### src/spbasr_pkg.sv
package spbasr_pkg;

  localparam int unsigned REG_W   = 8;
  localparam int unsigned APB_DW  = 32;
  localparam int unsigned APB_AW  = 12;
  localparam int unsigned IDX_W   = 10;

  // Register indices; the byte address is four times the index
  localparam logic [IDX_W-1:0] IDX_BUF_P1  = 10'h18C;
  localparam logic [IDX_W-1:0] IDX_ADD_P1  = 10'h18D;
  localparam logic [IDX_W-1:0] IDX_MSK_P1  = 10'h18E;
  localparam logic [IDX_W-1:0] IDX_STAT_P1 = 10'h18F;
  localparam logic [IDX_W-1:0] IDX_BUF_P2  = 10'h196;
  localparam logic [IDX_W-1:0] IDX_ADD_P2  = 10'h197;
  localparam logic [IDX_W-1:0] IDX_MSK_P2  = 10'h198;
  localparam logic [IDX_W-1:0] IDX_STAT_P2 = 10'h199;

  localparam logic [REG_W-1:0] BUF_RST  = 8'h00;
  localparam logic [REG_W-1:0] ADD_RST  = 8'h00;
  localparam logic [REG_W-1:0] MSK_RST  = 8'hFF;

  // Status bit positions
  localparam int unsigned STAT_SMP   = 7;
  localparam int unsigned STAT_CKE   = 6;
  localparam int unsigned STAT_DA    = 5;
  localparam int unsigned STAT_STOP  = 4;
  localparam int unsigned STAT_START = 3;
  localparam int unsigned STAT_RW    = 2;
  localparam int unsigned STAT_UA    = 1;
  localparam int unsigned STAT_BF    = 0;

  // Address compare windows per match phase
  localparam logic [REG_W-1:0] MATCH7_BITS   = 8'hFE;
  localparam logic [REG_W-1:0] MATCH10H_BITS = 8'h06;
  localparam logic [REG_W-1:0] MATCH10L_BITS = 8'hFF;

  // Serial clock period is BAUD_MULT * (n + 1) clocks; ticks mark half periods
  localparam int unsigned BAUD_MULT = 4;
  localparam int unsigned BAUD_HALF = BAUD_MULT / 2;
  localparam logic [REG_W-1:0] DIV_MIN = 8'h03;

  typedef enum logic [2:0] {
    MODE_SPI_HOST,
    MODE_SPI_CLIENT,
    MODE_I2C_HOST,
    MODE_I2C_CLIENT7,
    MODE_I2C_CLIENT10
  } spbasr_mode_type;

  typedef enum logic [1:0] {
    APH_7BIT,
    APH_10_HIGH,
    APH_10_LOW
  } spbasr_aphase_type;

  // Events from the serial engine, same clock
  typedef struct packed {
    logic              rx_valid;
    logic [REG_W-1:0]  rx_data;
    logic              byte_done;
    logic              byte_is_data;
    logic              addr_valid;
    spbasr_aphase_type addr_phase;
    logic [REG_W-1:0]  addr_byte;
    logic              start;
    logic              stop;
    logic              nack;
    logic              ua_set;
    logic              buf_full;
  } spbasr_evt_type;

  // Controls toward the serial engine
  typedef struct packed {
    logic              tx_load;
    logic [REG_W-1:0]  tx_data;
    logic              sample_end;
    logic              slew_en;
    logic              launch_idle;
    logic              smbus_thr;
    logic              match_valid;
    logic              addr_match;
    logic              sclk_tick;
    logic              div_invalid;
  } spbasr_cfg_type;

  typedef struct packed {
    logic [REG_W:0]    cnt;
    logic              tick;
  } spbasr_div_type;

endpackage : spbasr_pkg

### src/spbasr_baud_div.sv
`timescale 1ns/1ns
module spbasr_baud_div
  import spbasr_pkg::*;
#(
  parameter int unsigned P_W = REG_W
) (
  input  wire logic           i_clk,
  input  wire logic           i_resetn,
  input  wire logic           i_run,
  input  wire logic [P_W-1:0] i_divisor,
  output logic                o_tick
);

  typedef struct packed {
    logic [P_W:0] cnt;
    logic         tick;
  } spbasr_bdiv_type;

  spbasr_bdiv_type st_reg;
  spbasr_bdiv_type st_next;
  logic [P_W:0]    limit;

  // Half period is BAUD_HALF * (n + 1) clocks, counted 0 .. limit
  assign limit = P_W'(BAUD_HALF) * {1'b0, i_divisor} + (P_W + 1)'(BAUD_HALF - 1);

  always_comb begin
    st_next      = st_reg;
    st_next.tick = 1'b0;
    if (!i_run) begin
      st_next.cnt = '0;
    end else if (st_reg.cnt >= limit) begin
      st_next.cnt  = '0;
      st_next.tick = 1'b1;
    end else begin
      st_next.cnt = st_reg.cnt + 1'b1;
    end
  end

  always_ff @(posedge i_clk or negedge i_resetn) begin
    if (!i_resetn) begin
      st_reg <= '0;
    end else begin
      st_reg <= st_next;
    end
  end

  assign o_tick = st_reg.tick;

endmodule : spbasr_baud_div

### src/spbasr_regs.sv
// The implementer's own choice: register access over APB.
`timescale 1ns/1ns
module spbasr_regs
  import spbasr_pkg::*;
#(
  parameter logic [IDX_W-1:0] P_IDX_BUF  = IDX_BUF_P1,
  parameter logic [IDX_W-1:0] P_IDX_ADD  = IDX_ADD_P1,
  parameter logic [IDX_W-1:0] P_IDX_MSK  = IDX_MSK_P1,
  parameter logic [IDX_W-1:0] P_IDX_STAT = IDX_STAT_P1
) (
  input  wire logic              i_clk,
  input  wire logic              i_resetn,
  input  wire logic              i_psel,
  input  wire logic              i_penable,
  input  wire logic              i_pwrite,
  input  wire logic [APB_AW-1:0] i_paddr,
  input  wire logic [APB_DW-1:0] i_pwdata,
  output logic      [APB_DW-1:0] o_prdata,
  output logic                   o_pready,
  output logic                   o_pslverr,
  input  wire spbasr_mode_type   i_mode,
  input  wire logic              i_port_enable,
  input  wire logic              i_clk_run,
  input  wire spbasr_evt_type    i_evt,
  output spbasr_cfg_type         o_cfg
);

  typedef struct packed {
    logic [REG_W-1:0]  buf_b;
    logic [REG_W-1:0]  add;
    logic [REG_W-1:0]  msk;
    logic              sample_phase;
    logic              cke;
    logic              da;
    logic              stop;
    logic              start;
    logic              rw;
    logic              ua;
    logic              bf;
    logic [APB_DW-1:0] prdata;
    logic              pready;
    logic              pslverr;
    spbasr_cfg_type    cfg;
  } spbasr_state_type;

  spbasr_state_type st_reg;
  spbasr_state_type st_next;

  logic             is_i2c;
  logic             is_client;
  logic             is_ten;
  logic             is_host;
  logic             is_spi;
  logic             setup_ph;
  logic             wr_fire;
  logic             hit_buf;
  logic             hit_add;
  logic             hit_msk;
  logic             hit_stat;
  logic             hit_any;
  logic             div_tick;
  logic             match_ok;
  logic             phase_ok;
  logic [REG_W-1:0] cmp_bits;
  logic [REG_W-1:0] stat_view;
  logic [REG_W-1:0] rd_byte;

  assign is_i2c    = (i_mode == MODE_I2C_HOST) || (i_mode == MODE_I2C_CLIENT7) || (i_mode == MODE_I2C_CLIENT10);
  assign is_client = (i_mode == MODE_I2C_CLIENT7) || (i_mode == MODE_I2C_CLIENT10);
  assign is_ten    = (i_mode == MODE_I2C_CLIENT10);
  assign is_host   = (i_mode == MODE_SPI_HOST) || (i_mode == MODE_I2C_HOST);
  assign is_spi    = (i_mode == MODE_SPI_HOST) || (i_mode == MODE_SPI_CLIENT);

  // APB decode: word aligned, index in the upper address bits
  assign setup_ph = i_psel && !i_penable;
  assign wr_fire  = i_psel && i_penable && st_reg.pready && i_pwrite;
  assign hit_buf  = (i_paddr[1:0] == 2'h0) && (i_paddr[APB_AW-1:2] == P_IDX_BUF);
  assign hit_add  = (i_paddr[1:0] == 2'h0) && (i_paddr[APB_AW-1:2] == P_IDX_ADD);
  assign hit_msk  = (i_paddr[1:0] == 2'h0) && (i_paddr[APB_AW-1:2] == P_IDX_MSK);
  assign hit_stat = (i_paddr[1:0] == 2'h0) && (i_paddr[APB_AW-1:2] == P_IDX_STAT);
  assign hit_any  = hit_buf || hit_add || hit_msk || hit_stat;

  spbasr_baud_div #(
    .P_W       (REG_W)
  ) u_baud_div (
    .i_clk     (i_clk),
    .i_resetn  (i_resetn),
    .i_run     (i_clk_run && is_host && i_port_enable),
    .i_divisor (st_reg.add),
    .o_tick    (div_tick)
  );

  // Client address compare window by phase
  always_comb begin
    cmp_bits = MATCH7_BITS;
    phase_ok = 1'b0;
    case (i_evt.addr_phase)
      APH_7BIT: begin
        cmp_bits = MATCH7_BITS;
        phase_ok = (i_mode == MODE_I2C_CLIENT7);
      end
      APH_10_HIGH: begin
        cmp_bits = MATCH10H_BITS;
        phase_ok = is_ten;
      end
      APH_10_LOW: begin
        cmp_bits = MATCH10L_BITS;
        phase_ok = is_ten;
      end
      default: begin
        cmp_bits = MATCH7_BITS;
        phase_ok = 1'b0;
      end
    endcase
  end

  assign match_ok = phase_ok && (((i_evt.addr_byte ^ st_reg.add) & st_reg.msk & cmp_bits) == '0);

  // Status as read; bits reserved in the current mode read zero
  always_comb begin
    stat_view             = '0;
    stat_view[STAT_SMP]   = st_reg.sample_phase;
    stat_view[STAT_CKE]   = st_reg.cke;
    stat_view[STAT_DA]    = st_reg.da && is_client;
    stat_view[STAT_STOP]  = st_reg.stop && is_i2c;
    stat_view[STAT_START] = st_reg.start && is_i2c;
    stat_view[STAT_RW]    = st_reg.rw && is_client;
    stat_view[STAT_UA]    = st_reg.ua && is_ten;
    stat_view[STAT_BF]    = st_reg.bf;
  end

  always_comb begin
    rd_byte = '0;
    if (hit_buf) begin
      rd_byte = st_reg.buf_b;
    end else if (hit_add) begin
      rd_byte = st_reg.add;
    end else if (hit_msk) begin
      rd_byte = st_reg.msk;
    end else if (hit_stat) begin
      rd_byte = stat_view;
    end
  end

  always_comb begin
    st_next             = st_reg;
    st_next.cfg.tx_load = 1'b0;
    st_next.cfg.match_valid = 1'b0;

    // Answer prepared in setup, presented in the first access cycle
    st_next.pready = setup_ph;
    if (setup_ph) begin
      st_next.prdata  = {{(APB_DW-REG_W){1'b0}}, rd_byte};
      st_next.pslverr = !hit_any;
    end

    if (wr_fire && hit_buf) begin
      st_next.buf_b       = i_pwdata[REG_W-1:0];
      st_next.cfg.tx_load = 1'b1;
    end
    if (i_evt.rx_valid) begin
      st_next.buf_b = i_evt.rx_data;
    end
    if (wr_fire && hit_add) begin
      st_next.add = i_pwdata[REG_W-1:0];
      st_next.ua  = 1'b0;
    end
    if (wr_fire && hit_msk) begin
      st_next.msk = i_pwdata[REG_W-1:0];
    end
    if (wr_fire && hit_stat) begin
      st_next.sample_phase = i_pwdata[STAT_SMP];
      st_next.cke = i_pwdata[STAT_CKE];
    end

    // Hardware-set flags; a set in the same cycle beats a software clear, but stop beats start and port disable clears all but bf
    if (i_evt.ua_set) begin
      st_next.ua = 1'b1;
    end
    if (i_evt.byte_done) begin
      st_next.da = i_evt.byte_is_data;
    end
    if (i_evt.start) begin
      st_next.start = 1'b1;
      st_next.stop  = 1'b0;
    end
    if (i_evt.stop) begin
      st_next.stop  = 1'b1;
      st_next.start = 1'b0;
    end
    if (i_evt.start || i_evt.stop || i_evt.nack) begin
      st_next.rw = 1'b0;
    end
    if (i_evt.addr_valid) begin
      st_next.cfg.match_valid = 1'b1;
      st_next.cfg.addr_match  = match_ok;
      if (match_ok && (i_evt.addr_phase != APH_10_LOW)) begin
        st_next.rw = i_evt.addr_byte[0];
      end
    end
    st_next.bf = i_evt.buf_full;

    if (!i_port_enable) begin
      st_next.start = 1'b0;
      st_next.stop  = 1'b0;
      st_next.da    = 1'b0;
      st_next.rw    = 1'b0;
      st_next.ua    = 1'b0;
    end

    st_next.cfg.tx_data     = st_next.buf_b;
    st_next.cfg.sample_end  = (i_mode == MODE_SPI_HOST) && st_next.sample_phase;
    st_next.cfg.slew_en     = is_i2c && !st_next.sample_phase;
    st_next.cfg.launch_idle = is_spi && st_next.cke;
    st_next.cfg.smbus_thr   = is_i2c && st_next.cke;
    st_next.cfg.sclk_tick   = div_tick;
    st_next.cfg.div_invalid = is_host && (st_next.add < DIV_MIN);
  end

  always_ff @(posedge i_clk or negedge i_resetn) begin
    if (!i_resetn) begin
      st_reg       <= '0;
      st_reg.buf_b <= BUF_RST;
      st_reg.add   <= ADD_RST;
      st_reg.msk   <= MSK_RST;
      st_reg.cfg.slew_en <= 1'b0;
    end else begin
      st_reg <= st_next;
    end
  end

  assign o_prdata  = st_reg.prdata;
  assign o_pready  = st_reg.pready;
  assign o_pslverr = st_reg.pslverr;
  assign o_cfg     = st_reg.cfg;

  // Helper: cycles since the last serial clock tick
  logic [REG_W+2:0] tick_gap_reg;
  logic             tick_seen_reg;
  always_ff @(posedge i_clk or negedge i_resetn) begin
    if (!i_resetn) begin
      tick_gap_reg  <= '0;
      tick_seen_reg <= 1'b0;
    end else if (!(i_clk_run && is_host && i_port_enable) || wr_fire) begin
      tick_gap_reg  <= '0;
      tick_seen_reg <= 1'b0;
    end else if (o_cfg.sclk_tick) begin
      tick_gap_reg  <= (REG_W+3)'(1);
      tick_seen_reg <= 1'b1;
    end else begin
      tick_gap_reg  <= tick_gap_reg + 1'b1;
    end
  end
endmodule : spbasr_regs

### config.mk
export PLATFORM = sky130hd
export DESIGN_NAME = spbasr_regs
export DESIGN_NICKNAME = d
export VERILOG_FILES = /design/src/spbasr_pkg.sv /design/src/spbasr_baud_div.sv /design/src/spbasr_regs.sv
export SDC_FILE = /design/constraint.sdc
export NUM_CORES = 1
export LEC_CHECK = 0
export ABC_AREA = 1
export BUFFER_PORTS_ARGS = -buffer_cell sky130_fd_sc_hd__buf_2
export CAP_MARGIN = 20
export CORE_MARGIN = 1
export CORE_UTILIZATION = 55
export DETAILED_ROUTE_END_ITERATION = 8
export PLACE_DENSITY_LB_ADDON = 0.05
export SETUP_SLACK_MARGIN = 0.4
export SLEW_MARGIN = 40
export SYNTH_ARGS = -nofsm -noshare
export SYNTH_HDL_FRONTEND = slang
export SYNTH_SLANG_ARGS = --single-unit
export TNS_END_PERCENT = 20
### constraint.sdc
create_clock -name i_clk -period 2.8 [get_ports i_clk]
set_input_delay 0.14 -clock i_clk [delete_from_list [all_inputs] [get_ports i_clk]]
set_output_delay 0.14 -clock i_clk [all_outputs]
set_load 0.02 [all_outputs]
==> run metrics, run 1 <==
GP Congestion=around 0.88; 1st-pass router iterations=6; Fin. Hold Viols=0; worst r2r src=st_reg[70]; Post-DP HPWL=a little under 7 mm; Chip Width=roughly 86 um; total power per unit cell area=roughly 490 nW/um^2; Critical Path, Cell by Cell=inv_1, ha_1, a21oi_1, o21ai_0, nand2_1, nand4_1, nor3b_1; Buf/Inv on CP=1; R2R setup slack=~0.96 ns; area delta synth->final=14.1%; n_diodes=0; input/output buffers=between 80 and 90; Mapped Cells=494; setup violators final=0; P_leak=between 2 and 2.5 nW; FFs w/ async S/R, synth=1.00; Final #Nets=between 600 and 700; Fin Hold WS=about 0.03 ns; Worst EP arrival=2.08 ns; Least-Margin Pin Slew=around 0.71 ns; Final ANT Viol Nets=0; dominant cell type by area after synthesis=dfrtp_1; largest net degree at the start of global routing=45; io pins=about 130; vias in the first global route=3004; Crit path max-delay family=simple AND/OR/NAND/NOR gates; R2R depth=7; DRT iter0 DRCs=between 150 and 200; total chip power=~2.2 mW; post_cts resized=0; total gr overflow=0; crit path capture=u_baud_div.st_reg[7]; depth of the CTS H-tree=3; Max Transition Viols Final=0; GRT Overall Usage=0.257; top-count cell post-synth=nand2_1; post-route DRC violation count=0; placed insts=roughly 640; min-delay worst type=in -> reg; post-synthesis average cell area=just under 8 um^2; core area=roughly 6800 um^2; Max VDD drop=0.000327 V; R2R Path End=u_baud_div.st_reg[7]; RSZ-0062 raised after global routing=false; period utilization=0.657; Initial Util=0.571; Setup crit start kind=flop; Yosys reg bits=a little over 60; Slowest-stage cell, CP=dfrtp_1; number of synthesized flops with an enable pin=0; met2 WL post-DR=4.19 mm; die height=86.0 um; M1 wire length=~4.0 mm; max cap viols=0; setup_tns=0 ns; layout cells sized above 1=0.250; slew margin rel.=0.526; CTS tree=yes; area post-placement=4120 um^2; critical path's largest stage delay=0.40 ns; FP Rows=30; min-delay src=i_mode[0]; Yosys top cell area share=0.342; Largest register FFs=24; met3 wire length=484 um; outcome=finished, final reports clean; first-pass GRT wire length=14.4 mm; Via Count=approximately 3300; cell area after layout=approximately 4400 um^2; Skew-Pair Late Insertion Delay=0.34 ns; Reg clk slew, reported paths=around 0.070 ns; Yosys Warn Count=0; highest routed layer=met4; Crit Path Class=reg -> reg; Fmax=roughly 540 MHz; Max clock buf depth=2; Setup crit end kind=flop; Crit path depth=7; Setup crit start=st_reg[70]; WL final=8.83 mm; Non-Filler Instances=between 600 and 700; commonest cells in the netlist=108 x nand2_1, 56 x inv_1, 53 x dfrtp_1; min cycle time layout=roughly 1.8 ns; Synth area leaders=dfrtp_1 34%, nand2_1 10%, buf_4 9.5%; WL/cell=13.3 um; clock skew=0.00848 ns; clk sink count=61; sequential-to-total area share from yosys stat=0.396; root buf cell=clkbuf_8; antenna violations before repair=0; DR vias/cell=4.91; full die area=between 7000 and 8000 um^2; cell area after synthesis=3880 um^2; Netlist cell types=43; ys flop type=dfrtp_1; Req. time, crit path=about 3 ns; CP Max Fanout=9; TritonCTS buffer count=9
-- repair_timing --
action,4_1_cts,5_1_grt
hold endpoints to repair,38,0
hold buffers,5,0
buffers inserted,0,0
-- logic make-up (layout without fill, tap and decap cells) --
group                    count (synthesis)  after routing  share of synthesized area
adder cells (fa/ha/maj)                 13             13                     0.0419
AO/OA/AOI/OAI                           52             52                     0.0752
other                                    1             24                   0.000967
XOR/XNOR                                 5              5                     0.0113
multiplexers                             1              1                    0.00387
AND/OR/NAND/NOR                        238            238                      0.299
flip-flops                              61             61                      0.396
buffers and inverters                  123            174                      0.171
-- worst min-delay path by stage --
stage / end / slack (ns) / cells past startpoint
6_report: o_cfg[7] / 0.03 / 2
5_1_grt: o_cfg[7] / 0.03 / 2
4_1_cts: o_cfg[7] / 0.02 / 2
3_5_place_dp: o_prdata[3] / 0.16 / 1
3_3_place_gp: st_reg[51] / 0.26 / 1
2_1_floorplan: o_cfg[0] / -0.16 / 0
-- per-stage QoR --
stage | setup WS (ns) | utilization
after floorplan | 1.28 | -
after global placement | 1.02 | 0.605
after detailed placement | 0.966 | 0.606
after CTS | 0.956 | 0.651
after global routing | 0.722 | 0.651
final | 0.961 | 0.651
-- power by group --
part / leakage, nW / switching (mW) / internal [mW] / total, mW
logic: 1.49 / 0.171 / 0.0804 / 0.251
registers: 0.756 / 0.0173 / 0.905 / 0.922
clock network: 0.130 / 0.345 / 0.665 / 1.01
-- routing by layer --
layer  track usage  vias to the layer above
met1         0.353                     1491
li1              -                     1648
met3        0.0558                       14
met2         0.408                      106
met5             0                        -
met4        0.0742                        0
-- placed cells by master (no fill, tap or decap), types with 4 or more instances in the layout --
master           n
dfstp_2          8
buf_2           82
o21ai_1         19
nand3_1         26
nand4_1         26
a21oi_1         11
buf_4            4
nand2_1        108
dfrtp_1         53
dlygate4sd3_1    5
clkbuf_8        12
inv_1           56
o21ai_0          8
nor2_2           4
a31oi_1          6
conb_1          24
ha_1            13
inv_2            8
xor2_1           4
nor2_1          48
-- final cells by class --
type | instances | area [um^2]
Tap cell | 96 | 120
Inverter | 67 | 254
Timing Repair Buffer | 91 | 490
Multi-Input combinational cell | 333 | 1760
Clock buffer | 13 | 169
Clock inverter | 3 | 90.1
Fill cell | 605 | 2370
Sequential cell | 61 | 1540
No activity file was read; power rests on OpenSTA's default activity.
==> run 2: changes to the inputs <==
CORE_UTILIZATION = 51   (was 55)
clock period = 1.7 ns   (was 2.8 ns; I/O delays follow)
==> run metrics, run 2 (same netlist as run 1, synthesis figures left out) <==
setup violators final=0 (unchanged); die height=89.2 um (+3.8%); DR vias/cell=4.90 (about the same); Final ANT Viol Nets=0 (unchanged); max cap viols=0 (unchanged); outcome=finished, final reports clean; Post-DP HPWL=7.04 mm (+3.3%); total power per unit cell area=704 nW/um^2 (+43%); area delta synth->final=21.3%; Worst EP arrival=1.88 ns (-0.20 ns); post-route DRC violation count=0 (unchanged); min cycle time layout=1.60 ns (-0.240 ns); Max clock buf depth=2 (unchanged); WL/cell=13.7 um (+3.2%); CTS tree=yes; Setup crit end kind=flop; RSZ-0062 raised after global routing=true; Slowest-stage cell, CP=dfrtp_1; FP Rows=31 (+3.3%); vias in the first global route=2987 (-0.57%); most frequent cells in the layout=106 x nand2_1, 83 x buf_2, 52 x dfrtp_1; worst r2r src=st_reg[70]; crit path capture=u_baud_div.st_reg[1]; n_diodes=0 (unchanged); antenna violations before repair=0 (unchanged); full die area=7960 um^2 (+7.7%); critical path's largest stage delay=0.39 ns (about the same); GP Congestion=0.892 (+1.1%); Buf/Inv on CP=2 (+1); Skew-Pair Late Insertion Delay=0.35 ns (about the same); Reg clk slew, reported paths=0.08 ns (about the same); R2R depth=8 (+1); layout cells sized above 1=0.298 (+0.0480); Fin. Hold Viols=0 (unchanged); io pins=132 (unchanged); Fin Hold WS=0.0106 ns (-0.0197 ns); R2R setup slack=0.10 ns (-0.86 ns); core area=7290 um^2 (+7.3%); area post-placement=4210 um^2 (+2.2%); Setup crit start=st_reg[70]; Critical Path, Cell by Cell=inv_2, ha_4, a21oi_4, o21ai_2, nand2_2, nand4_1, buf_4, nor2_1; Final #Nets=683 (+4.0%); Crit path max-delay family=flip-flops; largest net degree at the start of global routing=62 (+38%); R2R Path End=u_baud_div.st_reg[1]; slack of the critical path=0.101 ns (-0.860 ns); Setup crit start kind=flop; Chip Width=89.2 um (+3.8%); GRT Overall Usage=0.249 (-0.00739); Via Count=3399 (+4.3%); Max VDD drop=0.000402 V (+23%); Fmax=625 MHz (+15%); 1st-pass router iterations=5 (-1); first-pass GRT wire length=14.7 mm (+2.5%); DRT iter0 DRCs=156 (-7.7%); depth of the CTS H-tree=3 (unchanged); cell area after layout=4700 um^2 (+6.3%); Crit path depth=8 (+1); root buf cell=clkbuf_8; Initial Util=0.532 (-0.0390); setup_tns=0 ns (unchanged); clock skew=0.00850 ns (+0.0000219 ns); CP Max Fanout=5 (-4); min-delay worst type=in -> reg; period utilization=0.940 (+0.284); total gr overflow=0 (unchanged); Largest register FFs=24 (unchanged); WL final=9.50 mm (+7.7%); Crit Path Class=reg -> reg; Req. time, crit path=1.98 ns (-1.06 ns); input/output buffers=83 (unchanged); pre-CTS setup slack=0.0630 ns (-0.903 ns); P_leak=2.47 nW (+3.9%); commonest non-fill, non-tap cell in the layout=nand2_1; Max Transition Viols Final=0 (unchanged); total chip power=3.31 mW (+52%); clk sink count=61 (unchanged); TritonCTS buffer count=9 (unchanged)
## run 2: routing by layer
metal / wire [um] / part of all wire / global-route usage
met1: 4270 / 0.45 / 0.329
met2: 4730 / 0.50 / 0.418
met3: 403 / 0.042 / 0.0517
met4: 102 / 0.011 / 0.0649
met5: 0 / 0 / 0
## run 2: cell type report
| cell class | count | area [um^2] |
|---|---|---|
| multi-input cells | 333 | 1860 |
| inverters | 67 | 254 |
| flip-flops and latches | 61 | 1540 |
| well taps | 99 | 124 |
| repair buffers | 117 | 723 |
| clock buffers | 11 | 151 |
| clock inverters | 5 | 58.8 |
| fillers | 672 | 2590 |
## run 2: power by group
part,leakage (nW),internal [mW],switching [mW]
clock network,0.102,0.756,0.597
registers,0.755,1.49,0.0281
logic,1.61,0.155,0.286
## run 2: worst register-to-register path, stage by stage, from the launching register on
cell	delay (ns)
dfrtp_1	0.39
inv_2	0.09
ha_4	0.22
a21oi_4	0.14
o21ai_2	0.09
nand2_2	0.08
nand4_1	0.22
buf_4	0.23
nor2_1	0.08
## run 2: worst min path at each step
stage | from | to | cells after the start
floorplan | i_resetn | o_cfg[0] | 0
global placement | i_resetn | o_cfg[16] | 2
detailed placement | i_resetn | o_prdata[7] | 2
CTS | i_pwdata[4] | st_reg[63] | 3
global route | i_pwdata[4] | st_reg[63] | 3
finish | i_pwdata[4] | st_reg[63] | 3
## run 2: stage by stage
step,util,cells
6_report,0.645,693
5_1_grt,0.645,693
4_1_cts,0.637,692
3_5_place_dp,0.577,654
3_3_place_gp,0.577,654
2_1_floorplan,-,517
## run 2: what timing repair did
| action | 4_1_cts | 5_1_grt |
|---|---|---|
| hold endpoints to repair | 68 | 0 |
| buffers inserted | 6 | 1 |
| gates cloned | 0 | 0 |
| resized for setup | 4 | 13 |
| hold buffers | 16 | 0 |
| pin swaps | 3 | 6 |
| setup endpoints to repair | 31 | 38 |
==> run 3: changes to the inputs <==
REMOVE_ABC_BUFFERS = 1   (was default)
==> run metrics, run 3 (same netlist as run 1, synthesis figures left out) <==
R2R setup slack=0.10 ns (about the same); R2R depth=8 (unchanged); cell area after layout=4910 um^2 (+4.3%); GP Congestion=0.855 (-4.1%); 1st-pass router iterations=4 (-1); Slowest-stage cell, CP=dfrtp_1; post-route DRC violation count=0 (unchanged); total power per unit cell area=705 nW/um^2 (+0.13%); Max VDD drop=0.000453 V (+13%); TritonCTS buffer count=9 (unchanged); worst r2r src=st_reg[67]; clk sink count=61 (unchanged); Req. time, crit path=1.97 ns (about the same); pre-CTS setup slack=0.150 ns (+0.0865 ns); n_diodes=0 (unchanged); Worst EP arrival=1.87 ns (about the same); FP Rows=31 (unchanged); critical path's largest stage delay=0.41 ns (+0.02 ns); total chip power=3.46 mW (+4.4%); WL/cell=14.0 um (+2.3%); Critical Path, Cell by Cell=inv_2, ha_1, a21oi_2, o21ai_1, nand2_1, nand4_1, buf_6, nor3b_2; Final #Nets=701 (+2.6%); DR vias/cell=4.91 (+0.19%); area post-placement=4200 um^2 (about the same); layout cells sized above 1=0.319 (+0.0206); Fin Hold WS=0.0108 ns (+0.000234 ns); core area=7290 um^2 (unchanged); outcome=finished, final reports clean; die height=89.2 um (unchanged); Largest register FFs=24 (unchanged); Crit path max-delay family=flip-flops; Via Count=3494 (+2.8%); Fmax=626 MHz (+0.15%); Buf/Inv on CP=2 (unchanged); vias in the first global route=3318 (+11%); Setup crit start kind=flop; Max Transition Viols Final=0 (unchanged); Fin. Hold Viols=0 (unchanged); CP Max Fanout=5 (unchanged); depth of the CTS H-tree=3 (unchanged); CTS tree=yes; Reg clk slew, reported paths=0.07 ns (about the same); min-delay worst type=in -> reg; largest net degree at the start of global routing=62 (unchanged); io pins=132 (unchanged); antenna violations before repair=0 (unchanged); input/output buffers=83 (unchanged); post-layout util=0.673 (+0.0278); period utilization=0.939 (-0.00140); R2R Path End=u_baud_div.st_reg[7]; first-pass GRT wire length=15.7 mm (+6.6%); DRT iter0 DRCs=216 (+38%); min cycle time layout=1.60 ns (-0.00238 ns); max cap viols=0 (unchanged); RSZ-0062 raised after global routing=true; clock skew=0.0107 ns (+0.00220 ns); Crit path depth=8 (unchanged); commonest non-fill, non-tap cell in the layout=nand2_1; placed insts=656 (+0.31%); GRT Overall Usage=0.268 (+0.0192); most frequent cells in the layout=105 x nand2_1, 84 x buf_2, 53 x dfrtp_1; Final ANT Viol Nets=0 (unchanged); Max clock buf depth=2 (unchanged); Setup crit start=st_reg[67]; setup_tns=0 ns (unchanged); Chip Width=89.2 um (unchanged); root buf cell=clkbuf_8; Skew-Pair Late Insertion Delay=0.35 ns (about the same); full die area=7960 um^2 (unchanged); Non-Filler Instances=711 (+2.6%); P_leak=2.57 nW (+4.1%); Setup crit end kind=flop; WL final=9.98 mm (+5.0%); setup violators final=0 (unchanged); Initial Util=0.532 (unchanged); slack of the critical path=0.104 ns (+0.00238 ns); crit path capture=u_baud_div.st_reg[7]; area delta synth->final=26.5%; Post-DP HPWL=7.07 mm (+0.43%); Crit Path Class=reg -> reg; total gr overflow=0 (unchanged)
-- run 3: cell count changes in the layout (fill, tap and decap cells not counted), moves of 2 or more --
cell and delta:
a21oi_1 -2, buf_4 +8, inv_1 -2, dlygate4sd3_1 +8, a21oi_2 +3, inv_2 +2
nand3_1 -3, clkinvlp_4 -2, nand3_2 +3
-- run 3: power by group --
part / leakage, nW / switching, mW / internal (mW)
logic: 1.69 / 0.293 / 0.170
clock network: 0.116 / 0.577 / 0.901
registers: 0.756 / 0.0281 / 1.49
-- run 3: what timing repair did --
item	in CTS	in global routing
pin swaps	8	11
resized for setup	11	21
gates cloned	1	0
buffers inserted	8	6
setup endpoints to repair	20	33
endpoints found under the hold margin	74	0
hold buffers	24	0
-- run 3: worst register-to-register path: stages, from the launching register on --
cell and delay (ns):
dfrtp_1 0.41, inv_2 0.06, ha_1 0.22, a21oi_2 0.15, o21ai_1 0.07, nand2_1 0.09, nand4_1 0.17, buf_6 0.19
nor3b_2 0.14
-- run 3: how the worst min path moves through the flow --
| stage | startpoint | to | slack, ns | cells past startpoint |
|---|---|---|---|---|
| detailed placement | i_resetn | o_cfg[16] | 0.12 | 2 |
| global placement | i_resetn | o_cfg[16] | 0.12 | 2 |
| floorplan | i_resetn | o_cfg[0] | -0.21 | 0 |
| global route | i_pwdata[1] | st_reg[60] | 0.02 | 2 |
| finish | i_evt[18] | o_cfg[8] | 0.01 | 3 |
| CTS | i_evt[18] | o_cfg[8] | 0.005 | 3 |
-- run 3: routing by layer --
| layer | up-vias | share of wire | global-route usage |
|---|---|---|---|
| met2 | 118 | 0.49 | 0.456 |
| met5 | - | 0 | 0 |
| met1 | 1605 | 0.42 | 0.343 |
| met3 | 27 | 0.056 | 0.0471 |
| met4 | 0 | 0.026 | 0.101 |
| li1 | 1744 | - | - |
-- run 3: area by class of cell --
class                           count  area, um^2
Timing Repair Buffer              135         880
Inverter                           67         254
Sequential cell                    61        1540
Clock buffer                       12         155
Tap cell                           99         124
Multi-Input combinational cell    333        1890
Clock inverter                      4        70.1
Fill cell                         656        2380
